--- src/rtl/usbrb_pkg.sv ---
// package: register map, field layout and carriers of the core read bridge
package usbrb_pkg;

  // register byte offsets on the lite bus
  localparam logic [7:0]  OFS_VALUE   = 8'h00;
  localparam logic [7:0]  OFS_REQUEST = 8'h04;
  localparam logic [7:0]  OFS_STATUS  = 8'h08;

  // request register fields
  localparam int unsigned REQ_BIT     = 31;
  localparam int unsigned ABORT_BIT   = 30;
  localparam int unsigned ADR_LSB     = 2;
  localparam int unsigned ADR_MSB     = 9;
  localparam int unsigned ADR_W       = 8;
  localparam int unsigned CORE_AW     = 10;

  // status register fields
  localparam int unsigned DONE_BIT    = 0;

  // reset values
  localparam logic [31:0] VALUE_RST   = 32'h0000_0000;
  localparam logic [7:0]  ADR_RST     = 8'h00;

  // bus responses
  localparam logic [1:0]  RESP_OKAY   = 2'h0;
  localparam logic [1:0]  RESP_SLVERR = 2'h2;

  // bridge to core: request side
  typedef struct packed {
    logic                 abort;
    logic                 rd_req;
    logic [CORE_AW-1:0]   addr;
  } usbrb_core_req_t;

  // core to bridge: answer side
  typedef struct packed {
    logic                 ack;
    logic [31:0]          data;
  } usbrb_core_rsp_t;

endpackage

--- src/rtl/usbrb_hold.sv ---
// one-entry holding register for a lite bus channel
`timescale 1ns/10ps
`default_nettype none
module usbrb_hold #(
  parameter int unsigned W = 8
) (
  input  wire logic         i_core_clk,
  input  wire logic         i_nrst,
  input  wire logic         i_valid,
  input  wire logic [W-1:0] i_data,
  input  wire logic         i_take,
  output var  logic         o_ready,
  output var  logic         o_full,
  output var  logic [W-1:0] o_data
);

  // full and ready move together; the entry waits for the consumer
  always_ff @(posedge i_core_clk or negedge i_nrst)
  begin
    if (!i_nrst)
    begin
      o_full  <= 1'b0;
      o_ready <= 1'b1;
    end
    else if (i_take)
    begin
      o_full  <= 1'b0;
      o_ready <= 1'b1;
    end
    else if (i_valid && o_ready)
    begin
      o_full  <= 1'b1;
      o_ready <= 1'b0;
    end
  end

  // payload capture on the handshake
  always_ff @(posedge i_core_clk or negedge i_nrst)
  begin
    if (!i_nrst)
      o_data <= '0;
    else if (i_valid && o_ready)
      o_data <= i_data;
  end

endmodule
`default_nettype wire

--- src/rtl/usbrb_sticky.sv ---
// sticky flag where a set always wins over a clear in the same cycle
`timescale 1ns/10ps
`default_nettype none
module usbrb_sticky (
  input  wire logic i_core_clk,
  input  wire logic i_nrst,
  input  wire logic i_set,
  input  wire logic i_clr,
  output var  logic o_flag
);

  // set has priority so no event is lost
  always_ff @(posedge i_core_clk or negedge i_nrst)
  begin
    if (!i_nrst)
      o_flag <= 1'b0;
    else if (i_set)
      o_flag <= 1'b1;
    else if (i_clr)
      o_flag <= 1'b0;
  end

endmodule
`default_nettype wire

--- src/rtl/usbrb_bridge.sv ---
// lite bus slave that reads usb device core registers indirectly
`timescale 1ns/10ps
`default_nettype none
module usbrb_bridge (
  input  wire logic                       i_core_clk,
  input  wire logic                       i_nrst,
  input  wire logic [7:0]                 i_s_axi_awaddr,
  input  wire logic                       i_s_axi_awvalid,
  output var  logic                       o_s_axi_awready,
  input  wire logic [31:0]                i_s_axi_wdata,
  input  wire logic [3:0]                 i_s_axi_wstrb,
  input  wire logic                       i_s_axi_wvalid,
  output var  logic                       o_s_axi_wready,
  output var  logic [1:0]                 o_s_axi_bresp,
  output var  logic                       o_s_axi_bvalid,
  input  wire logic                       i_s_axi_bready,
  input  wire logic [7:0]                 i_s_axi_araddr,
  input  wire logic                       i_s_axi_arvalid,
  output var  logic                       o_s_axi_arready,
  output var  logic [31:0]                o_s_axi_rdata,
  output var  logic [1:0]                 o_s_axi_rresp,
  output var  logic                       o_s_axi_rvalid,
  input  wire logic                       i_s_axi_rready,
  output var  usbrb_pkg::usbrb_core_req_t o_core_req,
  input  wire usbrb_pkg::usbrb_core_rsp_t i_core_rsp,
  input  wire logic                       i_core_wr_busy,
  output var  logic                       o_read_done
);

  logic                             aw_full;
  logic [7:0]                       aw_addr;
  logic                             w_full;
  logic [35:0]                      w_word;
  logic [31:0]                      wdata;
  logic [3:0]                       wstrb;
  logic                             wr_do;
  logic                             wr_req_hit;
  logic                             wr_sts_hit;
  logic                             wr_mapped;
  logic                             sw_start;
  logic                             sw_abort;
  logic                             rd_done;
  logic                             busy;
  logic                             abort_q;
  logic                             abort_clr;
  logic                             done_q;
  logic                             done_clr;
  logic                             rd_pending_q;
  logic [usbrb_pkg::ADR_W-1:0]      adr_q;
  logic [31:0]                      value_q;
  logic [31:0]                      req_view;
  logic [31:0]                      rd_mux;
  logic                             rd_mapped;

  // write address and write data are caught independently
  usbrb_hold #(
    .W (8)
  ) u_aw_hold (
    .i_core_clk (i_core_clk),
    .i_nrst     (i_nrst),
    .i_valid    (i_s_axi_awvalid),
    .i_data     (i_s_axi_awaddr),
    .i_take     (wr_do),
    .o_ready    (o_s_axi_awready),
    .o_full     (aw_full),
    .o_data     (aw_addr)
  );

  usbrb_hold #(
    .W (36)
  ) u_w_hold (
    .i_core_clk (i_core_clk),
    .i_nrst     (i_nrst),
    .i_valid    (i_s_axi_wvalid),
    .i_data     ({i_s_axi_wstrb, i_s_axi_wdata}),
    .i_take     (wr_do),
    .o_ready    (o_s_axi_wready),
    .o_full     (w_full),
    .o_data     (w_word)
  );

  // write decode once both halves are present and the response slot is free
  assign wdata      = w_word[31:0];
  assign wstrb      = w_word[35:32];
  assign wr_do      = aw_full && w_full && !o_s_axi_bvalid;
  assign wr_req_hit = wr_do && (aw_addr[7:2] == usbrb_pkg::OFS_REQUEST[7:2]);
  assign wr_sts_hit = wr_do && (aw_addr[7:2] == usbrb_pkg::OFS_STATUS[7:2]);
  assign wr_mapped  = (aw_addr[7:2] == usbrb_pkg::OFS_VALUE[7:2]) || (aw_addr[7:2] == usbrb_pkg::OFS_REQUEST[7:2])
                   || (aw_addr[7:2] == usbrb_pkg::OFS_STATUS[7:2]);

  // request bit reads 1 while a read is pending or the core is writing
  assign busy = rd_pending_q || i_core_wr_busy;

  // software actions on the request register
  assign sw_abort = wr_req_hit && wstrb[3] && wdata[usbrb_pkg::ABORT_BIT];
  assign sw_start = wr_req_hit && wstrb[3] && wdata[usbrb_pkg::REQ_BIT] && !wdata[usbrb_pkg::ABORT_BIT]
                 && !busy && !abort_q;

  assign rd_done  = rd_pending_q && i_core_rsp.ack && !abort_q;

  always_ff @(posedge i_core_clk or negedge i_nrst)
  begin
    if (!i_nrst)
      rd_pending_q <= 1'b0;
    else if (sw_abort || abort_q)
      rd_pending_q <= 1'b0;
    else if (sw_start)
      rd_pending_q <= 1'b1;
    else if (rd_done)
      rd_pending_q <= 1'b0;
  end

  // word address field, byte lanes honoured
  always_ff @(posedge i_core_clk or negedge i_nrst)
  begin
    if (!i_nrst)
      adr_q <= usbrb_pkg::ADR_RST;
    else if (wr_req_hit && !rd_pending_q)
    begin
      if (wstrb[0])
        adr_q[5:0] <= wdata[7:2];
      if (wstrb[1])
        adr_q[7:6] <= wdata[9:8];
    end
  end

  always_ff @(posedge i_core_clk or negedge i_nrst)
  begin
    if (!i_nrst)
      value_q <= usbrb_pkg::VALUE_RST;
    else if (rd_done)
      value_q <= i_core_rsp.data;
  end

  // completion sets the done flag, written 1 clears it
  assign done_clr = wr_sts_hit && wstrb[0] && wdata[usbrb_pkg::DONE_BIT];

  usbrb_sticky u_done (
    .i_core_clk (i_core_clk),
    .i_nrst     (i_nrst),
    .i_set      (rd_done),
    .i_clr      (done_clr),
    .o_flag     (done_q)
  );

  // abort clears itself once the core write has stopped
  assign abort_clr = abort_q && !i_core_wr_busy;

  usbrb_sticky u_abort (
    .i_core_clk (i_core_clk),
    .i_nrst     (i_nrst),
    .i_set      (sw_abort),
    .i_clr      (abort_clr),
    .o_flag     (abort_q)
  );

  // core request carrier, all fields straight from flops
  assign o_core_req = '{abort:  abort_q,
                        rd_req: rd_pending_q,
                        addr:   {adr_q, 2'b00}};
  assign o_read_done       = done_q;

  // write response
  always_ff @(posedge i_core_clk or negedge i_nrst)
  begin
    if (!i_nrst)
    begin
      o_s_axi_bvalid <= 1'b0;
      o_s_axi_bresp  <= usbrb_pkg::RESP_OKAY;
    end
    else if (wr_do)
    begin
      o_s_axi_bvalid <= 1'b1;
      o_s_axi_bresp  <= wr_mapped ? usbrb_pkg::RESP_OKAY : usbrb_pkg::RESP_SLVERR;
    end
    else if (i_s_axi_bready)
      o_s_axi_bvalid <= 1'b0;
  end

  // request bit mirrors a pending read or core write activity
  always_comb
  begin
    req_view                                             = '0;
    req_view[usbrb_pkg::REQ_BIT]                         = busy;
    req_view[usbrb_pkg::ABORT_BIT]                       = abort_q;
    req_view[usbrb_pkg::ADR_MSB:usbrb_pkg::ADR_LSB]      = adr_q;
  end

  // read data selection; reserved bits read as zero
  always_comb
  begin
    rd_mux    = '0;
    rd_mapped = 1'b1;
    unique case (i_s_axi_araddr[7:2])
      usbrb_pkg::OFS_VALUE[7:2]:   rd_mux = value_q;
      usbrb_pkg::OFS_REQUEST[7:2]: rd_mux = req_view;
      usbrb_pkg::OFS_STATUS[7:2]:  rd_mux[usbrb_pkg::DONE_BIT] = done_q;
      default:                     rd_mapped = 1'b0;
    endcase
  end

  // read channel: one outstanding read, answer one cycle after the address
  always_ff @(posedge i_core_clk or negedge i_nrst)
  begin
    if (!i_nrst)
    begin
      o_s_axi_arready <= 1'b1;
      o_s_axi_rvalid  <= 1'b0;
      o_s_axi_rdata   <= '0;
      o_s_axi_rresp   <= usbrb_pkg::RESP_OKAY;
    end
    else if (i_s_axi_arvalid && o_s_axi_arready)
    begin
      o_s_axi_arready <= 1'b0;
      o_s_axi_rvalid  <= 1'b1;
      o_s_axi_rdata   <= rd_mux;
      o_s_axi_rresp   <= rd_mapped ? usbrb_pkg::RESP_OKAY : usbrb_pkg::RESP_SLVERR;
    end
    else if (o_s_axi_rvalid && i_s_axi_rready)
    begin
      o_s_axi_arready <= 1'b1;
      o_s_axi_rvalid  <= 1'b0;
    end
  end

  // loaded word equals the core answer
  value_load_a: assert property (@(posedge i_core_clk) disable iff (!i_nrst)
    rd_done |=> value_q == $past(i_core_rsp.data))
    else $error("read value not loaded from core answer");

  // value stays put without a completion
  value_hold_a: assert property (@(posedge i_core_clk) disable iff (!i_nrst)
    !rd_done |=> $stable(value_q))
    else $error("read value changed without a completed read");

  // accepted start raises the core request
  read_issue_a: assert property (@(posedge i_core_clk) disable iff (!i_nrst)
    sw_start |=> o_core_req.rd_req
      && o_core_req.addr[9:8] == ($past(wstrb[1]) ? $past(wdata[9:8]) : $past(adr_q[7:6]))
      && o_core_req.addr[7:2] == ($past(wstrb[0]) ? $past(wdata[7:2]) : $past(adr_q[5:0])))
    else $error("core read not issued");

  no_start_a: assert property (@(posedge i_core_clk) disable iff (!i_nrst)
    !rd_pending_q && !sw_start |=> !o_core_req.rd_req)
    else $error("core read issued without a start");

  // completion clears request and sets done
  done_clear_a: assert property (@(posedge i_core_clk) disable iff (!i_nrst)
    rd_done && !sw_abort |=> !rd_pending_q && done_q)
    else $error("completion did not clear request or set done");

  done_w1c_a: assert property (@(posedge i_core_clk) disable iff (!i_nrst)
    done_clr && !rd_done |=> !o_read_done)
    else $error("done flag not cleared by software");

  busy_view_a: assert property (@(posedge i_core_clk) disable iff (!i_nrst)
    i_core_wr_busy |-> req_view[usbrb_pkg::REQ_BIT])
    else $error("request bit low during core write");

  // bus read shows busy during a core write
  busy_read_a: assert property (@(posedge i_core_clk) disable iff (!i_nrst)
    i_s_axi_arvalid && o_s_axi_arready && i_s_axi_araddr[7:2] == usbrb_pkg::OFS_REQUEST[7:2] && i_core_wr_busy
    |=> o_s_axi_rdata[usbrb_pkg::REQ_BIT])
    else $error("busy not returned on the bus");

  // abort removes the request within one cycle and keeps it off one cycle more unless the abort bit has cleared
  abort_kill_a: assert property (@(posedge i_core_clk) disable iff (!i_nrst)
    sw_abort |=> !rd_pending_q ##1 (!rd_pending_q || !abort_q))
    else $error("abort left a core read pending");

  // abort returns to zero once the core is idle
  abort_self_clear_a: assert property (@(posedge i_core_clk) disable iff (!i_nrst)
    abort_q && !i_core_wr_busy && !sw_abort |=> !abort_q)
    else $error("abort bit did not clear itself");

  // an answer during abort neither loads nor signals done
  abort_drop_a: assert property (@(posedge i_core_clk) disable iff (!i_nrst)
    abort_q && !done_q |=> !done_q && $stable(value_q))
    else $error("aborted access was reported as done");

  // core byte address is the field shifted by two
  addr_map_a: assert property (@(posedge i_core_clk) disable iff (!i_nrst)
    o_core_req.rd_req |-> (o_core_req.addr[1:0] == 2'b00 && o_core_req.addr[9:2] == adr_q)
      ##1 (!o_core_req.rd_req || $stable(o_core_req.addr)))
    else $error("core address does not follow the field");

endmodule
`default_nettype wire

--- config.mk ---
export PLATFORM = sky130hd
export DESIGN_NAME = usbrb_bridge
export DESIGN_NICKNAME = d
export VERILOG_FILES = /design/src/rtl/usbrb_pkg.sv /design/src/rtl/usbrb_hold.sv /design/src/rtl/usbrb_sticky.sv /design/src/rtl/usbrb_bridge.sv
export SDC_FILE = /design/constraint.sdc
export NUM_CORES = 1
export LEC_CHECK = 0
export BUFFER_PORTS_ARGS = -buffer_cell sky130_fd_sc_hd__buf_2
export CORE_ASPECT_RATIO = 1.4
export CORE_UTILIZATION = 45
export DETAILED_ROUTE_END_ITERATION = 10
export GPL_ROUTABILITY_DRIVEN = 0
export PLACE_DENSITY_LB_ADDON = 0.12
export SLEW_MARGIN = 15
export SYNTH_ARGS = -nofsm -noshare
export SYNTH_HDL_FRONTEND = slang
export SYNTH_SLANG_ARGS = --single-unit
--- constraint.sdc ---
create_clock -name i_core_clk -period 1.58 [get_ports i_core_clk]
set_input_delay 0.474 -clock i_core_clk [delete_from_list [all_inputs] [get_ports i_core_clk]]
set_output_delay 0.474 -clock i_core_clk [all_outputs]
set_load 0.01 [all_outputs]
==> results.json, run 1 <==
{
  "drt_iter0_drc": 117,
  "worstPathMaxFanout": 13,
  "cts_root_buf": "clkbuf_16",
  "final.setup.tns_ns": 0,
  "crit_required_ns": 1.86,
  "seq_area_frac_synth_pct": 63.3,
  "post-synth-top-area-cell": "dfrtp_1",
  "r2r_cells": 3,
  "cts_sinks": 104,
  "clk_pin_slew_ns": 0.07,
  "critical_path_class": "primary input to register",
  "die_area_sq_mm": 0.00954,
  "wire_per_inst_um": 16.9,
  "cp-start-kind": "primary input",
  "hold_viol_final": 0,
  "antenna_found_initial": 0,
  "vias": 2762,
  "r2r_slack_ns": 0.09,
  "synth.ff_latch_count": 104,
  "first_pass_iters": 4,
  "start_util_pct": 47.3,
  "grt_pass1_wl_mm": 13.7,
  "drv_cap": 0,
  "layout-area-overhead-vs-synth_pct": 27.6,
  "grt_max_degree": 63,
  "finalNetCount": 498,
  "clk_path_buf_depth": 2,
  "wl_met1_mm": 3.51,
  "synth_edf_count": 0,
  "peakVddDrop_mv": 1.03,
  "dieWidth_um": 82.8,
  "fmax_ghz": 0.642,
  "avgSynthCellArea_sq_um": 15.0,
  "yosysUniqueCellTypes": 39,
  "viasPerCell": 5.36,
  "numPortBuffers": 116,
  "async_flop_share_pct": 100,
  "synth_area_sq_mm": 0.00412,
  "multiInputGateArea_sq_mm": 0.00139,
  "postSynthCellCount": 274,
  "slew_viol_final": 0,
  "path_buf_inv": 3,
  "die_h_um": 115,
  "grt_pass1_vias": 2767,
  "min-delay-path-class": "primary input to asynchronous set/reset pin",
  "core-area_sq_mm": 0.00871,
  "setup_viol": 0,
  "crit_family": "simple AND/OR/NAND/NOR gates",
  "status": "completed",
  "grt_setup_unrepaired": "false",
  "met3_wirelength_um": 440,
  "cts_hold_buf": 0,
  "cp_slowest_cell": "or4_4",
  "max_stage_delay_ns": 0.55,
  "insertion_delay_ns": 0.34,
  "p_per_area_mw_per_mm2": 1280,
  "cts_tree": "done",
  "worstReg2RegStart": "u_aw_hold.o_data[5]$_DFFE_PN0P_",
  "grt.total_usage_pct": 18.7,
  "cp_cell_sequence": "buf_2 > or4_4 > nor4_4 > buf_6 > clkbuf_16 > a221o_2",
  "numCtsBuffers": 9,
  "cp-end-kind": "register",
  "drc": 0,
  "ff_latch_area_sq_mm": 0.00261,
  "dr_wl_met2_mm": 4.50,
  "synth_ff_type": "dfrtp_1",
  "yosys_warnings": 0,
  "clock_skew_ns": 0.00740,
  "core.rowCount": 40,
  "dp_hpwl_mm": 6.21,
  "gr-total-overflow": 0,
  "drive_gt1_share_pct": 55.1,
  "period_needed_ns": 1.56,
  "crit_arrival_ns": 1.84,
  "io_pins": 147,
  "wirelength_mm": 8.69,
  "synth_top_area_share_pct": 61.4,
  "route.top_layer_used": "met4",
  "num_antenna_cells": 0,
  "cellLeakagePower_nw": 2.78,
  "timing.hold.ws_ns": 0.109,
  "ant_nets": 0,
  "crit-reg2reg-capture": "rd_pending_q$_DFFE_PN0P_",
  "netlist_top_cells_area": "dfrtp_1 61%, mux2_2 16%, a22o_1 4.5%",
  "finalCritPeriodShare_pct": 98.5,
  "fillerInstances": 759,
  "cts.htree.levels": 3
}
worst max path at each step:
stage          cells past startpoint         startpoint                       endpoint  slack [ns]
5_1_grt                            6  i_s_axi_araddr[5]  o_s_axi_rdata[14]$_DFFE_PN0P_       0.004
3_5_place_dp                       5  i_s_axi_araddr[5]   o_s_axi_rdata[2]$_DFFE_PN0P_       -0.36
2_1_floorplan                      4  i_s_axi_araddr[5]   o_s_axi_rdata[2]$_DFFE_PN0P_       -0.14
4_1_cts                            5  i_s_axi_araddr[5]   o_s_axi_rdata[2]$_DFFE_PN0P_       0.002
3_3_place_gp                       5  i_s_axi_araddr[5]   o_s_axi_rdata[7]$_DFFE_PN0P_       -0.32
6_report                           6  i_s_axi_araddr[5]   o_s_axi_rdata[7]$_DFFE_PN0P_        0.02
repair_timing:
action / CTS / global route
setup buffers: 0 / 1
setup endpoints to repair: 0 / 29
gates resized for setup: 0 / 2
flip-flops by register name, summed over array words and instances (netlist names), 6 cells and up:
register,count
o_s_axi_rdata,32
value_q,32
u_w_hold.o_data,14
u_aw_hold.o_data,6
adr_q,8
cell usage after synthesis (2+ instances only):
cell        n
inv_1       4
dfrtp_1   101
nand3b_1    2
o21ai_0     6
nand3_1     2
clkbuf_1    6
nand2_1     7
nor4bb_1    3
mux2i_1     2
nand4b_1    2
dfstp_2     3
a21oi_1     4
a221o_2     8
a221o_1     2
nor2_1      2
and3b_1     2
and4_1      7
nor4_1      2
mux2_2     60
a22o_1     21
and4_2      2
buf_4       6
buf_6       4
area by class of cell:
type | instances | area share, %
inverters | 4 | 0.286
multi-input cells | 151 | 26.5
clock inverters | 2 | 0.238
clock buffers | 14 | 5.22
flip-flops and latches | 104 | 49.6
well taps | 105 | 2.50
repair buffers | 135 | 15.6
per-stage QoR:
stage | std cells | power [mW] | utilization, % | cell area, sq um | setup WS, ns
detailed placement | 497 | 4.70 | 56.6 | 4920 | -0.363
floorplan | 277 | 4.14 | - | 4130 | -0.141
CTS | 513 | 6.83 | 59.8 | 5210 | 0.00160
global route | 515 | 7.08 | 60.3 | 5250 | 0.00406
finish | 515 | 6.75 | 60.3 | 5250 | 0.0229
global placement | 497 | 4.64 | 56.6 | 4920 | -0.319
kinds of logic after synthesis:
group                  count (synthesis)  share of synthesized area [%]
AO/OA/AOI/OAI                         46                           9.39
buffers and inverters                 22                           3.31
flip-flops                           104                           63.3
multiplexers                          62                           16.9
other                                  1                         0.0911
AND/OR/NAND/NOR                       39                           7.02
cells in the final DEF (no fill, tap or decap), drive strengths merged, types with 3 or more instances in the layout:
cell type,n
nor4bb,3
and4,9
a22o,21
nor4,3
dfstp,3
dfrtp,101
conb,4
buf,134
o21ai,6
mux2,60
a21oi,4
inv,4
clkbuf,15
nand2,8
a221o,10
power breakdown:
part,total [mW],switching [mW],internal (mW)
clock network,2.10,0.908,1.20
registers,3.48,0.327,3.15
logic,1.17,0.510,0.656
total,6.75,1.75,5.00
per-layer routing:
layer,vias to the layer above,global-route usage (%)
met3,15,3.59
met1,1380,22.1
met4,0,11.1
met2,87,31.9
met5,-,0
li1,1280,-
Power figures use the tool's default switching activity.
==> run 2, diff against run 1 <==
--- a/config.mk
+++ b/config.mk
@@ -10,7 +10,9 @@
 export CORE_UTILIZATION = 45
 export DETAILED_ROUTE_END_ITERATION = 10
 export GPL_ROUTABILITY_DRIVEN = 0
+export GPL_TIMING_DRIVEN = 0
 export PLACE_DENSITY_LB_ADDON = 0.12
+export RECOVER_POWER = 100
 export SLEW_MARGIN = 15
 export SYNTH_ARGS = -nofsm -noshare
 export SYNTH_HDL_FRONTEND = slang
==> run 2 against run 1 <==
  * The flow now finishes with violations (setup timing)
  * Via count down 0.22%
  * First-iteration DRC count down 27%
  * Die area unchanged
  * Cell area down 1.8%
  * Critical path depth unchanged
  * Worst hold slack worse by 0.051 ns
==> results.json, run 2 (synthesis results as in run 1) <==
{
  "status": "complete, but fails checks",
  "violations": "setup timing",
  "fmax_ghz": 0.631,
  "finalCritPeriodShare_pct": 100,
  "fillerInstances": 766,
  "setup_viol": 1,
  "p_per_area_mw_per_mm2": 1300,
  "fin_ws_ns": -0.00386,
  "hold_viol_final": 0,
  "cts_hold_buf": 0,
  "ant_nets": 0,
  "num_antenna_cells": 0,
  "path_buf_inv": 3,
  "slew_viol_final": 0,
  "drv_cap": 0,
  "viasPerCell": 5.32,
  "die_h_um": 115,
  "setup.worst_path.start": "i_s_axi_araddr[5]",
  "core.rowCount": 40,
  "crit_required_ns": 1.85,
  "wirelength_mm": 9.00,
  "grt_max_degree": 55,
  "vias": 2756,
  "clock_skew_ns": 0.00515,
  "gr-total-overflow": 0,
  "dieWidth_um": 82.8,
  "layout-area-overhead-vs-synth_pct": 25.3,
  "critical_path_class": "primary input to register",
  "mostFrequentLayoutCells": "100 x dfrtp_1, 69 x buf_2, 60 x mux2_2",
  "max_stage_delay_ns": 0.56,
  "cts_root_buf": "clkbuf_16",
  "finalNetCount": 501,
  "crit_arrival_ns": 1.86,
  "clk_pin_slew_ns": 0.07,
  "peakVddDrop_mv": 0.987,
  "worstPathMaxFanout": 10,
  "io_pins": 147,
  "insertion_delay_ns": 0.34,
  "cellLeakagePower_nw": 2.56,
  "drive_gt1_share_pct": 43.3,
  "grt_pass1_vias": 2808,
  "crit_family": "simple AND/OR/NAND/NOR gates",
  "core-area_sq_mm": 0.00871,
  "cp-start-kind": "primary input",
  "period_needed_ns": 1.58,
  "cp_cell_sequence": "buf_6 > or4_4 > nor4_4 > buf_6 > buf_8 > a22o_1",
  "cpMostUsedCell": "buf_6",
  "start_util_pct": 47.3,
  "worstReg2RegStart": "u_aw_hold.o_data[5]$_DFFE_PN0P_",
  "clk_path_buf_depth": 2,
  "cts_sinks": 104,
  "grt_pass1_wl_mm": 14.5,
  "largestRegisters": "o_s_axi_rdata x32, value_q x32, u_w_hold.o_data x14",
  "wire_per_inst_um": 17.4,
  "min-delay-path-class": "primary input to asynchronous set/reset pin",
  "drc": 0,
  "cts_tree": "done",
  "numCtsBuffers": 9,
  "cp_slowest_cell": "or4_4",
  "worst_pin_slew_ns": 0.829,
  "numPortBuffers": 116,
  "final_common_cell": "dfrtp_1",
  "dp_hpwl_mm": 6.49,
  "cp-end-kind": "register",
  "grt_setup_unrepaired": "true",
  "grt.total_usage_pct": 19.9,
  "cts.htree.levels": 3,
  "post-place-ws_ns": -0.382,
  "max-slew-margin-rel_pct": 44.3,
  "first_pass_iters": 4,
  "antenna_found_initial": 0,
  "die_area_sq_mm": 0.00954,
  "drt_iter0_drc": 85,
  "final.setup.tns_ns": -0.00386
}
## run 2: worst register-to-register path, cell delays in order (launching register included)
cell     delay (ns)
dfrtp_1        0.40
nor4_2         0.43
nand3_2        0.25
mux2_2         0.33
## run 2: cell type report
class	count	area [sq um]	share of cell area, %
Clock inverter	2	12.5	0.242
Timing Repair Buffer	121	587	11.4
Sequential cell	104	2610	50.5
Inverter	4	15.0	0.291
Multi-Input combinational cell	151	1400	27.2
Tap cell	105	131	2.55
Buffer	17	129	2.50
Clock buffer	14	274	5.31
## run 2: power breakdown
group	total (mW)	internal [mW]	switching, mW
Sequential	3.49	3.14	0.343
Clock	2.12	1.20	0.922
Combinational	1.08	0.569	0.511
## run 2: final timing paths
path	to	slack, ns	depth (start not counted)
worst max-delay path	o_s_axi_rdata[16]$_DFFE_PN0P_	-0.004	6
worst min-delay path	value_q[21]$_DFFE_PN0P_	0.06	1
worst max register to register	adr_q[4]$_DFFE_PN0P_	0.05	3
worst min register to register	o_s_axi_rdata[0]$_DFFE_PN0P_	0.48	2
max in group asynchronous	u_w_hold.o_data[9]$_DFFE_PN0P_	0.37	2
min in group i_core_clk	o_s_axi_arready$_DFFE_PN1P_	0.31	2
## run 2: through the flow
stage / std cells / instance area, sq um / total power [mW] / hold WS, ns / util (%)
final: 518 / 5160 / 6.68 / 0.0576 / 59.3
after global routing: 518 / 5160 / 7.03 / 0.0949 / 59.3
after CTS: 516 / 5200 / 6.79 / 0.0917 / 59.7
after detailed placement: 499 / 4880 / 4.67 / 0.453 / 56.0
after global placement: 498 / 4840 / 4.58 / 0.457 / 55.6
after floorplan: 277 / 4130 / 4.14 / 0.178 / -
## run 2: routing by layer
metal	part of all wire, %	global-route usage, %
met4	2.8	9.77
met1	41	23.0
met2	52	35.1
met3	4.6	4.09
met5	0	0
## run 2: what timing repair did
action,4_1_cts,5_1_grt
cloned,1,1
pin swaps,0,2
gates resized for setup,8,8
buffers inserted,1,1
endpoints found under the setup margin,63,61
